--- src/logic/sdli_pkg.sv ---
// Shared constants and types for the serial DAC load interface
package sdli_pkg;
   // Channel and word geometry
   localparam int CH_N   = 4;
   localparam int CH_AW  = 2;
   localparam int CODE_W = 10;
   localparam int WORD_W = 16;
   localparam int CNT_W  = 4;

   // Command word fields
   localparam int CMD_HI  = 15;
   localparam int CMD_LO  = 14;
   localparam int ADDR_HI = 13;
   localparam int ADDR_LO = 12;
   localparam int VAL_HI  = 9;
   localparam int VAL_LO  = 0;

   // Command codes
   localparam logic [1:0] CMD_DATA = 2'h0;
   localparam logic [1:0] CMD_CTRL = 2'h1;
   localparam logic [1:0] CMD_SUB  = 2'h2;

   // Channel control bits inside the value field
   localparam int CTRL_REF_BIT = 0;
   localparam int CTRL_CLR_BIT = 1;

   // Bit counter value of the sixteenth bit
   localparam logic [CNT_W-1:0] BIT_LAST = 4'hf;

   // Reset and clear values
   localparam logic [CODE_W-1:0] CODE_MID      = 10'h200;
   localparam logic [CODE_W-1:0] DAC_RST       = 10'h200;
   localparam logic [CODE_W-1:0] DATA_RST      = 10'h200;
   localparam logic [CODE_W-1:0] SUB_RST       = 10'h000;
   localparam logic [CODE_W-1:0] BIAS_INT_CODE = 10'h200;
   localparam logic [1:0]        SYNC_IDLE_HI  = 2'h3;

   // Frame state
   typedef enum logic [1:0] {SDLI_IDLE, SDLI_SHIFT, SDLI_DONE} sdli_frame_t;
endpackage

--- src/logic/sdli_chan_mem.sv ---
// Channel data registers, written one word at a time, read all at once
`timescale 1ns/1ps
module sdli_chan_mem
   import sdli_pkg::*;
(
   // Clock and reset
   input  wire logic                           clk,
   input  wire logic                           rst_b,
   // Write port
   input  wire logic                           wr_en,
   input  wire logic [CH_AW-1:0]               wr_addr,
   input  wire logic [CODE_W-1:0]              wr_data,
   // Read port, all channels in parallel
   output logic      [CH_N-1:0][CODE_W-1:0]    rd_data
);
   typedef struct packed {
      logic [CH_N-1:0][CODE_W-1:0] word;
   } sdli_mem_st_t;

   sdli_mem_st_t r;
   sdli_mem_st_t next_r;

   always_comb
   begin
      next_r = r;
      if (wr_en)
      begin
         next_r.word[wr_addr] = wr_data;
      end
   end

   always_ff @(posedge clk or negedge rst_b)
   begin
      if (!rst_b)
      begin
         r <= {CH_N{DATA_RST}};
      end
      else
      begin
         r <= next_r;
      end
   end

   assign rd_data = r.word;
endmodule // sdli_chan_mem

--- src/logic/sdli_top.sv ---
// Serial load interface: frame capture, decode, load, clear and power-down
`timescale 1ns/1ps
// Functional notes
// Low frame sync enables the shift register; bits taken on serial clock falls.
// One transfer is a sixteen-bit word sampled on falling serial clock edges.
// Low load strobe copies all data registers into DAC registers together.
// Load strobe low at the sixteenth fall updates outputs automatically.
// Clear sets main DACs to bias or bias/16 and resets every sub DAC.
// Low power-down input enters low power; high input leaves it.
// A channel selecting the external reference is centred on that reference.
// Sixteen bits of one frame form one command; partial frames are dropped.
module sdli_top
   import sdli_pkg::*;
(
   // Clock and reset
   input  wire logic                           clk,
   input  wire logic                           rst_b,
   // Serial link pins
   input  wire logic                           serial_clock_in,
   input  wire logic                           serial_data_in,
   input  wire logic                           frame_sync_n,
   // Control pins
   input  wire logic                           load_outputs_n,
   input  wire logic                           async_clear_n,
   input  wire logic                           power_down_n,
   // External reference, as a code
   input  wire logic [CODE_W-1:0]              external_reference_in,
   // Channel outputs
   output logic      [CH_N-1:0][CODE_W-1:0]    dac_code,
   output logic      [CH_N-1:0][CODE_W-1:0]    sub_code,
   output logic      [CH_N-1:0][CODE_W-1:0]    bias_code,
   output logic      [CH_N-1:0]                bias_div16,
   // Status
   output logic                                low_power
);
   typedef struct packed {
      logic [1:0]                     sck_sy;
      logic [1:0]                     sdi_sy;
      logic [1:0]                     fs_sy;
      logic [1:0]                     ld_sy;
      logic [1:0]                     clr_sy;
      logic [1:0]                     pd_sy;
      logic [CODE_W-1:0]              ext_sy0;
      logic [CODE_W-1:0]              ext_sy1;
      logic                           sck_prev;
      logic [WORD_W-1:0]              shift;
      logic [CNT_W-1:0]               bit_cnt;
      sdli_frame_t                    state;
      logic                           auto_pend;
      logic [CH_N-1:0][CODE_W-1:0]    dac;
      logic [CH_N-1:0][CODE_W-1:0]    sub;
      logic [CH_N-1:0][CODE_W-1:0]    bias;
      logic [CH_N-1:0]                ref_sel;
      logic [CH_N-1:0]                clr_mode;
      logic [CH_N-1:0]                div16;
      logic                           low_power;
   } sdli_st_t;

   sdli_st_t                    r;
   sdli_st_t                    next_r;
   logic                        sck_fall;
   logic                        fire;
   logic [WORD_W-1:0]           new_word;
   logic                        mem_wr_en;
   logic [CH_N-1:0][CODE_W-1:0] mem_rd;

   // Two-stage synchroniser step; stage 0 feeds only stage 1
   function automatic logic [1:0] sdli_sync2(input logic [1:0] s, input logic d);
      return {s[0], d};
   endfunction

   // Synchronised levels, all from the second stage
   logic fs_s;
   logic ld_s;
   logic clr_s;
   logic pd_s;
   assign fs_s  = r.fs_sy[1];
   assign ld_s  = r.ld_sy[1];
   assign clr_s = r.clr_sy[1];
   assign pd_s  = r.pd_sy[1];

   always_comb
   begin
      next_r          = r;
      next_r.sck_sy   = sdli_sync2(r.sck_sy, serial_clock_in);
      next_r.sdi_sy   = sdli_sync2(r.sdi_sy, serial_data_in);
      next_r.fs_sy    = sdli_sync2(r.fs_sy, frame_sync_n);
      next_r.ld_sy    = sdli_sync2(r.ld_sy, load_outputs_n);
      next_r.clr_sy   = sdli_sync2(r.clr_sy, async_clear_n);
      next_r.pd_sy    = sdli_sync2(r.pd_sy, power_down_n);
      next_r.ext_sy0  = external_reference_in;
      next_r.ext_sy1  = r.ext_sy0;
      next_r.sck_prev = r.sck_sy[1];
      // Data pin has the same latency as the clock pin, so it lines up with the edge
      sck_fall  = r.sck_prev & ~r.sck_sy[1];
      new_word  = {r.shift[WORD_W-2:0], r.sdi_sy[1]};
      fire      = 1'b0;
      mem_wr_en = 1'b0;

      case (r.state)
         SDLI_IDLE, SDLI_SHIFT:
         begin
            if (fs_s)
            begin
               // Frame ended early: partial word is dropped
               next_r.state   = SDLI_IDLE;
               next_r.bit_cnt = '0;
            end
            else
            begin
               next_r.state = SDLI_SHIFT;
               if (sck_fall)
               begin
                  next_r.shift = new_word;
                  if (r.bit_cnt == BIT_LAST)
                  begin
                     fire         = 1'b1;
                     next_r.state = SDLI_DONE;
                  end
                  else
                  begin
                     next_r.bit_cnt = r.bit_cnt + 4'h1;
                  end
               end
            end
         end
         SDLI_DONE:
         begin
            // Extra bits past sixteen are ignored until the frame closes
            if (fs_s)
            begin
               next_r.state   = SDLI_IDLE;
               next_r.bit_cnt = '0;
            end
         end
         default:
         begin
            next_r.state   = SDLI_IDLE;
            next_r.bit_cnt = '0;
         end
      endcase

      if (fire)
      begin
         case (new_word[CMD_HI:CMD_LO])
            CMD_DATA:
            begin
               mem_wr_en = 1'b1;
            end
            CMD_CTRL:
            begin
               next_r.ref_sel[new_word[ADDR_HI:ADDR_LO]]  = new_word[CTRL_REF_BIT];
               next_r.clr_mode[new_word[ADDR_HI:ADDR_LO]] = new_word[CTRL_CLR_BIT];
            end
            CMD_SUB:
            begin
               next_r.sub[new_word[ADDR_HI:ADDR_LO]] = new_word[VAL_HI:VAL_LO];
            end
            default:
            begin
               next_r.auto_pend = r.auto_pend;
            end
         endcase
      end

      // Update waits one cycle so the word just decoded is included
      next_r.auto_pend = fire & ~ld_s;
      if (!ld_s || r.auto_pend)
      begin
         next_r.dac   = mem_rd;
         next_r.div16 = '0;
      end
      // Clear overrides any load in the same cycle
      if (!clr_s)
      begin
         next_r.dac   = {CH_N{CODE_MID}};
         next_r.sub   = {CH_N{SUB_RST}};
         next_r.div16 = r.clr_mode;
      end

      for (int i = 0; i < CH_N; i++)
      begin
         next_r.bias[i] = r.ref_sel[i] ? r.ext_sy1 : BIAS_INT_CODE;
      end
      next_r.low_power = ~pd_s;
   end

   always_ff @(posedge clk or negedge rst_b)
   begin
      if (!rst_b)
      begin
         r        <= '0;
         r.fs_sy  <= SYNC_IDLE_HI;
         r.ld_sy  <= SYNC_IDLE_HI;
         r.clr_sy <= SYNC_IDLE_HI;
         r.pd_sy  <= SYNC_IDLE_HI;
         r.dac    <= {CH_N{DAC_RST}};
         r.sub    <= {CH_N{SUB_RST}};
         r.bias   <= {CH_N{BIAS_INT_CODE}};
         r.state  <= SDLI_IDLE;
      end
      else
      begin
         r <= next_r;
      end
   end

   sdli_chan_mem sdli_chan_mem_i (
      .clk     (clk),
      .rst_b   (rst_b),
      .wr_en   (mem_wr_en),
      .wr_addr (new_word[ADDR_HI:ADDR_LO]),
      .wr_data (new_word[VAL_HI:VAL_LO]),
      .rd_data (mem_rd)
   );

   assign dac_code   = r.dac;
   assign sub_code   = r.sub;
   assign bias_code  = r.bias;
   assign bias_div16 = r.div16;
   assign low_power  = r.low_power;
endmodule // sdli_top

--- config.mk ---
export PLATFORM = sky130hd
export DESIGN_NAME = sdli_top
export DESIGN_NICKNAME = d
export VERILOG_FILES = /design/src/logic/sdli_pkg.sv /design/src/logic/sdli_chan_mem.sv /design/src/logic/sdli_top.sv
export SDC_FILE = /design/constraint.sdc
export NUM_CORES = 1
export LEC_CHECK = 0
export ABC_AREA = 1
export BUFFER_PORTS_ARGS = -buffer_cell sky130_fd_sc_hd__buf_2
export CAP_MARGIN = 20
export CORE_AREA = 5 5 286 148
export DETAILED_ROUTE_END_ITERATION = 7
export DIE_AREA = 0 0 291 153
export PLACE_DENSITY_LB_ADDON = 0.2
export SYNTH_ARGS = -nofsm -noshare
export SYNTH_HDL_FRONTEND = slang
export SYNTH_HIERARCHICAL = 1
export SYNTH_SLANG_ARGS = --single-unit
--- constraint.sdc ---
create_clock -name clk -period 3.8 [get_ports clk]
set_clock_uncertainty 0.05 [all_clocks]
set_input_delay 0 -clock clk [delete_from_list [all_inputs] [get_ports clk]]
set_output_delay 0 -clock clk [all_outputs]
set_load 0.005 [all_outputs]
==> results.md, run 1 <==
- Syn Area/Cell: 9.62 um2
- Post-Synth Simple-Gate Area: 24.5%
- Area growth, synth to finish: 12.8%
- Final setup violation count: 0
- ANT nets after route: 0
- Crit path launch type: flop
- Setup CP Type: flop to flop
- Largest family of logic cells by synthesized area: simple AND/OR/NAND/NOR gates
- Vert. Die Dim: 153 um
- Xor and xnor fraction of the mapped netlist area: less than 1%
- Pre-CTS WS: 1.20 ns
- Largest delay share family, worst path: simple AND/OR/NAND/NOR gates
- RSZ-0062 raised after global routing: no
- Status: complete, no violations
- Post-route clock period utilization: slightly below 70%
- Non-Filler Instances: 1598
- Hold Crit Endpoint: next_r[163]
- Slowest stage delay, CP: 0.42 ns
- Max Cap Violations: 0
- Vias in the first global route: 6644
- Num ports: 143
- Reg-to-reg endpoint: sdli_chan_mem_i/rd_data[37]
- Crit path max fanout: 44
- Die Wd: about 290 um
- Post-CTS setup buffers: 0
- Largest net degree at the start of global routing: between 100 and 150
- Synth Area in Compound Gates: approximately 1%
- Via density: just over 4
- Root Buffer: clkbuf_16
- Minimum clock period: 2.60 ns
- Buffers on Ports: 142
- Mux cell area share after synthesis: 0%
- Initial Util: 24.6%
- Reg2Reg Setup Slack: 1.20 ns
- Critical Path End Type: flop
- Final HPWL DP: 17.4 mm
- Worst rel slew slack: between 30% and 40%
- Inst Count DP: 1536
- Post-route cell area: 11000 um2
- Hold path depth: 2
- Nets: 1059
- Worst r2r path cells: 9
- WP buf/inv: 3
- Unique cell type count in the Yosys netlist: 29
- DIE AREA: approximately 45000 um2
- Post-Syn Area: roughly 9800 um2
- Final core utilization: 27.8%
- DRT Wirelength: 26.1 mm
- Total power: 5.20 mW
- Required @ worst endpoint: 4.17 ns
- Worst reg2reg path startpoint: r[135]
- Max Slew Vio Count: 0
- Initial antenna violation count: 1
- Syn Inst Count: 1016
- Total negative slack: 0 ns
- Seq/Total Area, Yosys: around 60%
- Worst hold path type: primary input to flop
- Routed WL per cell: approximately 16 um
- Share of cells above drive strength 1: 22.9%
- Pre-Repair DR Iteration Count: 5
- Clock transition at the registers of the reported paths: around 0.060 ns
- Gpl congestion: 0.720
- Row count: 52
- Fin worst setup slack: 1.20 ns
- TritonCTS clock tree: yes
- Core Region: 39700 um2
- Hold Violations, Final: 0
- Diode count: 0
- GRT overflow: 0
- DRT iter0 DRCs: 422
- Residual DRC: 0
- CTS sink count: roughly 230
- Worst-Margin Slew: 0.923 ns
- Worst-path cell chain: nor2_4 -> inv_2 -> nor2_4 -> inv_2 -> nor4_2 -> buf_4 -> nand3_2 -> nand2_1 -> nand2_1
- CTS HTree Levels: 1
- Worst skew pair latency: between 0.5 and 0.6 ns
- Dpl cell area: 10000 um2
- Crit path arrival time: 2.97 ns
- Maximum VDD drop: 0.285 mV
- Leak pwr: about 6.3 nW
- Crit path depth: 9
- First-pass GRT wire length: 41.6 mm
- HP Start: external_reference_in[6]
- Hold_ws: 0.0579 ns
- CTS buffer count: 25
- Cell Pwr Density: around 470 nW/um2
- Clk buf depth: 3
- Synth warn: 6
- Total Routing Usage GR: 11.7%
- Seq cells post-synth: 228
- DR vias: roughly 6600
- Peak Freq: approximately 0.38 GHz
- Syn_nets: 1035
- Worst path slowest cell: buf_4
- Synth Area in Adders: 0.128%
-- area by class of cell --
type	instances	area, um2
clock inverters	7	67.6
inverters	72	270
well taps	540	676
clock buffers	38	754
multi-input cells	540	2520
flip-flops and latches	228	5730
fillers	4282	28700
repair buffers	173	1010
-- how the worst max path moves through the flow --
| stage | from | end | slack [ns] |
|---|---|---|---|
| 3_3_place_gp | r[135] | sdli_chan_mem_i/rd_data[31] | 1.27 |
| 3_5_place_dp | r[135] | sdli_chan_mem_i/rd_data[20] | 1.20 |
| 5_1_grt | r[135] | sdli_chan_mem_i/rd_data[37] | 0.93 |
| 2_1_floorplan | r[135] | sdli_chan_mem_i/rd_data[31] | 2.15 |
| 6_report | r[135] | sdli_chan_mem_i/rd_data[37] | 1.20 |
| 4_1_cts | r[135] | sdli_chan_mem_i/rd_data[20] | 1.18 |
-- layer usage --
layer  part of all wire, %  vias up  wire (um)  global-route usage (%)
li1                      -     3186          -                       -
met1                    53     3205      13900                    18.5
met2                    39      126      10300                    15.8
met3                   5.4       36       1400                    3.13
met4                   1.8        2        465                    2.17
met5                 0.042        -         11                       0
-- synth_stat cells (all sizes together) --
master  number  area [um2]
nand2      279        1060
inv         72         270
clkbuf      16        60.1
a32o         4        40.0
o21ai        7        35.0
dfrtp      208        5200
nor3         1        5.00
nor4         1        6.26
nand3      175         903
nand4       36         250
dfstp       20         526
a21oi        5        25.0
nor2        30         173
ha           1        12.5
buf        160        1200
xor2         1        8.76
-- logic make-up after synthesis --
kind of cell | Yosys count
adders and majority gates | 1
xor gates and xnor gates | 1
DFF | 228
and+or+nand+nor | 522
buffers and inverters | 248
AOI/OAI and AO/OA | 16
-- report_power, final --
group	switching, mW	total, mW	internal (mW)
Sequential	0.0850	2.56	2.48
Combinational	0.150	0.200	0.0498
Clock	1.00	2.43	1.43
-- state kept, by name, indices dropped and copies added, names as in the netlist --
register / flops
bias_code: 40
dac_code: 40
sdli_chan_mem_i/rd_data: 40
sub_code: 40
r: 26
next_r: 17
new_word: 16
bias_div16: 4
clr_s: 1
fs_s: 1
ld_s: 1
low_power: 1
pd_s: 1
-- cell usage in the layout, fill, tap and decap left out, types with 4 or more instances in the layout --
| master | instances |
|---|---|
| nand2_1 | 276 |
| dfrtp_1 | 208 |
| nand3_1 | 171 |
| buf_2 | 141 |
| inv_1 | 65 |
| nand4_1 | 32 |
| clkbuf_16 | 25 |
| nor2_1 | 23 |
| dfstp_2 | 20 |
| dlygate4sd3_1 | 17 |
| buf_4 | 13 |
| clkbuf_8 | 8 |
| inv_2 | 7 |
| o21ai_0 | 7 |
| a21oi_1 | 5 |
| clkbuf_1 | 5 |
| nand4_2 | 4 |
| a32o_1 | 4 |
| clkinv_2 | 4 |
-- timing repair --
item / CTS / global route
hold endpoints to repair: 113 / 0
hold buffers: 17 / 0
resized for setup: 0 / 0
(Power assumes the default switching activity.)
==> run 2, diff against run 1 <==
==> constraint.sdc (replaced) <==
create_clock -name clk -period 2.5 [get_ports clk]
set_clock_uncertainty 0.05 [all_clocks]
set_input_delay 0 -clock clk [delete_from_list [all_inputs] [get_ports clk]]
set_output_delay 0 -clock clk [all_outputs]
set_load 0.005 [all_outputs]
==> run 2 against run 1 <==
Effect of this change: sequential share of layout area decreased by 0.48 points; register-to-register slack got worse by 0.82 ns; global-route usage increased by 0.16 points; via count increased by 1.1%; design area increased by 0.94%; worst hold slack got worse by 0.053 ns; fmax increased by 23%; wire length increased by 1.3%; critical endpoint is now sdli_chan_mem_i/rd_data[34]; worst setup slack got worse by 0.82 ns; largest power group unchanged; final cell count increased by 0.38%; die area unchanged; clock power increased by 60%.
==> results.md, run 2 (synthesized netlist as in run 1, its figures left out) <==
- Status: complete, no violations
- WP buf/inv: 3
- Initial antenna violation count: 1
- DRT iter0 DRCs: approximately 530
- Max Cap Violations: 0
- Fin worst setup slack: ~0.38 ns
- Required @ worst endpoint: 2.86 ns
- Peak Freq: 0.472 GHz
- Resized cells post-CTS: 0
- Vert. Die Dim: ~150 um
- Area growth, synth to finish: 13.9%
- Pre-CTS WS: 0.390 ns
- TritonCTS clock tree: yes
- Setup CP Type: flop to flop
- Gpl congestion: roughly 0.73
- Worst hold path type: primary input to async pin
- Share of cells above drive strength 1: 23.2%
- Sw frac: 23.5%
- RSZ-0062 raised after global routing: no
- CTS sink count: 228
- Pre-Repair DR Iteration Count: 5
- CTS HTree Levels: 1
- Slowest stage delay, CP: 0.40 ns
- Total negative slack: 0 ns
- Row count: 52
- Reg power frac: 48.1%
- Initial Util: 24.6%
- Critical Path End Type: flop
- First-pass GRT wire length: 42.2 mm
- Root Buffer: clkbuf_16
- Commonest non-fill, non-tap cell in the layout: nand2_1
- Via density: 4.13
- Clk buf depth: 3
- Vias in the first global route: 6729
- Worst skew pair latency: between 0.5 and 0.6 ns
- Routed WL per cell: ~16 um
- Largest net degree at the start of global routing: between 80 and 90
- Num ports: 143
- Final HPWL DP: 18.0 mm
- Worst-path cell chain: nor2_4 -> inv_2 -> nor2_4 -> inv_2 -> nor4_2 -> buf_12 -> nand3_2 -> nand2_1 -> nand2_1
- Worst-Margin Slew: 0.643 ns
- Max Slew Vio Count: 0
- Final core utilization: 28.1%
- Buffers on Ports: 142
- Maximum VDD drop: 0.380 mV
- Commonest non-fill, non-tap cells in the layout: nand2_1, dfrtp_1, nand3_1, buf_2, inv_1
- Worst path slowest cell: dfrtp_1
- Final setup violation count: 0
- Combinational share of power: 3.9%
- ANT nets after route: 0
- Residual DRC: 0
- DIE AREA: 44500 um2
- Largest delay share family, worst path: simple AND/OR/NAND/NOR gates
- Worst rel slew slack: a little under three fifths
- Crit path launch type: flop
- Fill cells: 4245
- GRT overflow: 0
- CTS buffer count: 24
- Die Wd: 291 um
- Hold_ws: 0.00536 ns
- Net switching power: 1.90 mW
- Leak pwr: 6.31 nW
- Total Routing Usage GR: 11.8%
- Post-route clock period utilization: 84.8%
- Minimum clock period: ~2.1 ns
- Crit path max fanout: 44
- Clock share of power: 48.0%
- Hold Violations, Final: 0
- Core Region: 39700 um2
- DR vias: approximately 6600
- Cell Pwr Density: 727 nW/um2
- DRT Wirelength: 26.4 mm
- Crit path arrival time: 2.48 ns
- P_int: 6.19 mW
- Clock transition at the registers of the reported paths: 0.06 ns
- Nets: 1064
-- run 2: power by group through the flow --
| stage | clock network [mW] | registers, mW | logic, mW |
|---|---|---|---|
| 4_1_cts | 4.03 | 3.89 | 0.326 |
| 2_1_floorplan | 0 | 3.89 | 0.143 |
| 6_report | 3.89 | 3.89 | 0.313 |
| 3_3_place_gp | 0 | 3.96 | 0.304 |
| 5_1_grt | 4.19 | 3.90 | 0.359 |
| 3_5_place_dp | 0 | 3.96 | 0.305 |
-- run 2: final cells by class --
cell class | instances | area (um2) | area share [%]
Tap cell | 540 | 676 | 6.07
Multi-Input combinational cell | 540 | 2520 | 22.7
Clock inverter | 7 | 113 | 1.01
Inverter | 72 | 270 | 2.43
Timing Repair Buffer | 179 | 1080 | 9.69
Clock buffer | 37 | 741 | 6.65
Antenna cell | 1 | 2.50 | 0.0225
Sequential cell | 228 | 5730 | 51.5
-- run 2: timing repair --
action                                 4_1_cts  5_1_grt
setup buffers                                0        0
endpoints found under the hold margin      206        0
hold buffers                                17        0
setup endpoints to repair                    0        0
-- run 2: metrics by stage --
stage / power, mW / cell area (um2) / cells
3_3_place_gp: 4.26 / 10100 / 1542
2_1_floorplan: 4.03 / 9780 / 1016
3_5_place_dp: 4.27 / 10100 / 1542
4_1_cts: 8.24 / 11100 / 1603
5_1_grt: 8.45 / 11100 / 1603
6_report: 8.09 / 11100 / 1604
-- run 2: path summary, 6_finish.rpt --
| check | startpoint | endpoint | slack [ns] | cells after the start |
|---|---|---|---|---|
| min in group clk | power_down_n | next_r[178] | 0.06 | 2 |
| hold / removal | rst_b | dac_code[21] | 0.005 | 2 |
| max in group asynchronous | rst_b | dac_code[9] | 1.54 | 3 |
| setup / recovery | r[135] | sdli_chan_mem_i/rd_data[34] | 0.38 | 9 |
| setup reg to reg | r[135] | sdli_chan_mem_i/rd_data[34] | 0.38 | 9 |
| hold reg to reg | next_r[166] | r[166] | 0.30 | 0 |
-- run 2: worst reg2reg max path, stage by stage, from the launching register on --
cell     delay [ns]
dfrtp_1        0.40
nor2_4         0.26
inv_2          0.10
nor2_4         0.10
inv_2          0.12
nor4_2         0.27
buf_12         0.26
nand3_2        0.26
nand2_1        0.14
nand2_1        0.06
-- run 2: metal layers --
| metal | vias up | GRT usage [%] | wire [um] |
|---|---|---|---|
| li1 | 3201 | - | - |
| met1 | 3277 | 19.2 | 14600 |
| met2 | 117 | 15.9 | 10200 |
| met3 | 30 | 2.60 | 1130 |
| met4 | 0 | 2.13 | 484 |
| met5 | - | 0 | 0 |
==> run 3, diff against run 2 <==
--- a/config.mk
+++ b/config.mk
@@ -5,12 +5,12 @@
 export SDC_FILE = /design/constraint.sdc
 export NUM_CORES = 1
 export LEC_CHECK = 0
-export ABC_AREA = 1
+export ABC_AREA = 0
 export BUFFER_PORTS_ARGS = -buffer_cell sky130_fd_sc_hd__buf_2
 export CAP_MARGIN = 20
-export CORE_AREA = 5 5 286 148
+export CORE_AREA = 5 5 281 146
 export DETAILED_ROUTE_END_ITERATION = 7
-export DIE_AREA = 0 0 291 153
+export DIE_AREA = 0 0 286 151
 export PLACE_DENSITY_LB_ADDON = 0.2
 export SYNTH_ARGS = -nofsm -noshare
 export SYNTH_HDL_FRONTEND = slang
==> constraint.sdc (replaced) <==
create_clock -name clk -period 1.9 [get_ports clk]
set_clock_uncertainty 0.05 [all_clocks]
set_input_delay 0 -clock clk [delete_from_list [all_inputs] [get_ports clk]]
set_output_delay 0 -clock clk [all_outputs]
set_load 0.005 [all_outputs]
==> run 3 against run 2 <==
Effect of this change: the run now ends with negative setup slack left; sequential cell count is the same; highest routed layer unchanged; worst setup slack worse by 0.51 ns; largest power group unchanged; utilization rose by 1.4 points; global-route usage decreased by 0.73 points; via count down 18%.
==> results.md, run 3 <==
- Status: finished with violations
- Failing checks: negative setup slack
- Post-Syn Area: ~9400 um2
- Inst Count DP: 1318
- Cell Pwr Density: 922 nW/um2
- Area growth, synth to finish: 19.5%
- Commonest non-fill, non-tap cell in the layout: dfrtp_1
- Die Wd: about 290 um
- Cell with the most instances after synthesis: dfrtp_1
- DIE AREA: 43200 um2
- Largest net degree at the start of global routing: between 80 and 90
- Initial Util: 24.7%
- Clock share of power: between 40% and 50%
- Via density: 3.93
- Worst skew pair latency: about 0.55 ns
- RSZ-0062 raised after global routing: yes
- Max Slew Vio Count: 0
- P_int: roughly 7.9 mW
- Worst r2r path cells: 6
- CP startpoint: next_r[156]
- Worst reg2reg path startpoint: next_r[156]
- Net switching power: 2.52 mW
- Total negative slack: -4.96 ns
- EDFF count, synth: 0
- Reg power frac: 49.3%
- Met1 Track Usage GR: 17.3%
- Nets: between 800 and 900
- Minimum clock period: 2.03 ns
- Syn_nets: ~810
- Critical Path End Type: flop
- Total Routing Usage GR: 11.1%
- Ys async rst share: 100%
- Met2 GRT Util: 15.7%
- Final HPWL DP: 15.6 mm
- Maximum VDD drop: 0.418 mV
- Core Region: 38200 um2
- Pre-Repair DR Iteration Count: 4
- Crit path arrival time: 2.39 ns
- Met3 Resource Use GR: 2.51%
- Buffers on Ports: ~140
- Sw frac: 24.3%
- Clk buf depth: 3
- Worst rel slew slack: 56.1%
- Crit path launch type: flop
- Initial antenna violation count: 1
- CTS HTree Levels: 1
- Post-route clock period utilization: 107%
- CP Capture Point: sdli_chan_mem_i/rd_data[14]
- Ys flop type: dfrtp_1
- Synth area leaders: dfrtp_1, buf_4, dfstp_2
- Leak pwr: 5.60 nW
- CTS buffer count: 25
- Routed WL per cell: 17.1 um
- Max Cap Violations: 0
- Num ports: 143
- ANT nets after route: 0
- Gpl congestion: slightly above 0.7
- Dominant cell type by area after synthesis: dfrtp_1
- Syn Inst Count: 793
- Peak Freq: 0.493 GHz
- Clock transition at the registers of the reported paths: roughly 0.070 ns
- Unique cell type count in the Yosys netlist: 42
- Root Buffer: clkbuf_16
- Setup CP Type: flop to flop
- Top cells by count, synth: dfrtp_1, buf_4, nand2_1
- DR vias: 5456
- Required @ worst endpoint: 2.26 ns
- TritonCTS clock tree: yes
- Synth warn: 6
- Fill cells: 3919
- GRT overflow: 0
- Worst-Margin Slew: 0.659 ns
- Slowest stage delay, CP: 0.56 ns
- Fin worst setup slack: -0.127 ns
- Worst hold path type: primary input to flop
- Non-Filler Instances: between 1000 and 1500
- Worst-path cell chain: or4b_4 -> nor4_4 -> buf_4 -> nand3b_1 -> buf_6 -> mux2_4
- Seq/Total Area, Yosys: 60.8%
- Worst path slowest cell: or4b_4
- Reg2Reg Setup Slack: -0.13 ns
- Final core utilization: 29.5%
- Pre-CTS WS: -0.197 ns
- Vert. Die Dim: roughly 150 um
- Vias in the first global route: 5738
- Crit path max fanout: 10
- Top-area cell type share of the netlist area: between 50 and 60%
- Row count: 51
- Most Crowded Layer GR: met1
- Diode count: 0
- Commonest non-fill, non-tap cells in the layout: dfrtp_1, buf_2, nand2_1, inv_1, mux2i_1
- First-pass GRT wire length: about 37 mm
- Share of cells above drive strength 1: 34.2%
- Syn Area/Cell: 11.9 um2
- Combinational share of power: 4.2%
- Hold Violations, Final: 0
- Residual DRC: 0
- DRT Wirelength: ~24 mm
- Final setup violation count: 64
- DRT iter0 DRCs: 280
- Reg-to-reg endpoint: sdli_chan_mem_i/rd_data[14]
- CTS sink count: 228
- Seq cells post-synth: 228
==> run 3: worst min-delay path by stage <==
stage          cells past startpoint  slack (ns)          start      endpoint
2_1_floorplan                      0       -0.35          rst_b  bias_code[0]
3_3_place_gp                       1       -0.02          rst_b     low_power
3_5_place_dp                       1       -0.02          rst_b     low_power
4_1_cts                            2      0.0009  async_clear_n   next_r[180]
5_1_grt                            2       0.008  async_clear_n   next_r[180]
6_report                           2        0.04  async_clear_n   next_r[180]
==> run 3: timing repair <==
item | in CTS | in global routing
hold buffers | 20 | 0
resized for setup | 17 | 3
setup buffers | 1 | 3
cloned | 2 | 0
hold endpoints to repair | 235 | 0
pin swaps | 1 | 1
endpoints found under the setup margin | 64 | 72
==> run 3: logic make-up after synthesis <==
group / share of synthesized area [%]
buffers and inverters: 13.8
adder cells (fa/ha/maj): 0.133
multiplexers: 10.9
flip-flops: 60.8
AND/OR/NAND/NOR: 11.4
AO/OA/AOI/OAI: 3.00
==> run 3: cell type report <==
cell class	instances	area (um2)	share of cell area [%]
well taps	503	629	5.58
repair buffers	208	1400	12.4
clock buffers	36	717	6.36
flip-flops and latches	228	5730	50.9
inverters	51	191	1.70
multi-input cells	354	2510	22.3
clock inverters	9	82.6	0.733
==> run 3: metal layers <==
layer	share of wire (%)	vias up
met5	0	-
met4	1.7	0
met3	4.2	30
met2	41	86
met1	53	2729
li1	-	2611
==> run 3: through the flow <==
step                total power, mW  hold WS (ns)  area (um2)
floorplan                      5.27        -0.346        9440
global placement               5.63       -0.0190       10100
detailed placement             5.63       -0.0209       10100
CTS                            10.6      0.000856       11200
global route                   10.8       0.00776       11300
finish                         10.4        0.0393       11300
==> run 3: power groups by stage <==
stage / Combinational, mW / Clock (mW) / Sequential (mW)
after floorplan: 0.156 / 0 / 5.12
after global placement: 0.410 / 0 / 5.22
after detailed placement: 0.410 / 0 / 5.22
after CTS: 0.455 / 5.02 / 5.13
after global routing: 0.505 / 5.20 / 5.14
final: 0.441 / 4.82 / 5.13
==> run 3: worst max-delay path, delay by kind of cell, from the launching register on <==
kind                   cells  cell delay [ns]
flip-flops                 1             0.37
multiplexers               1             0.30
AND/OR/NAND/NOR            3             0.83
buffers and inverters      2             0.36
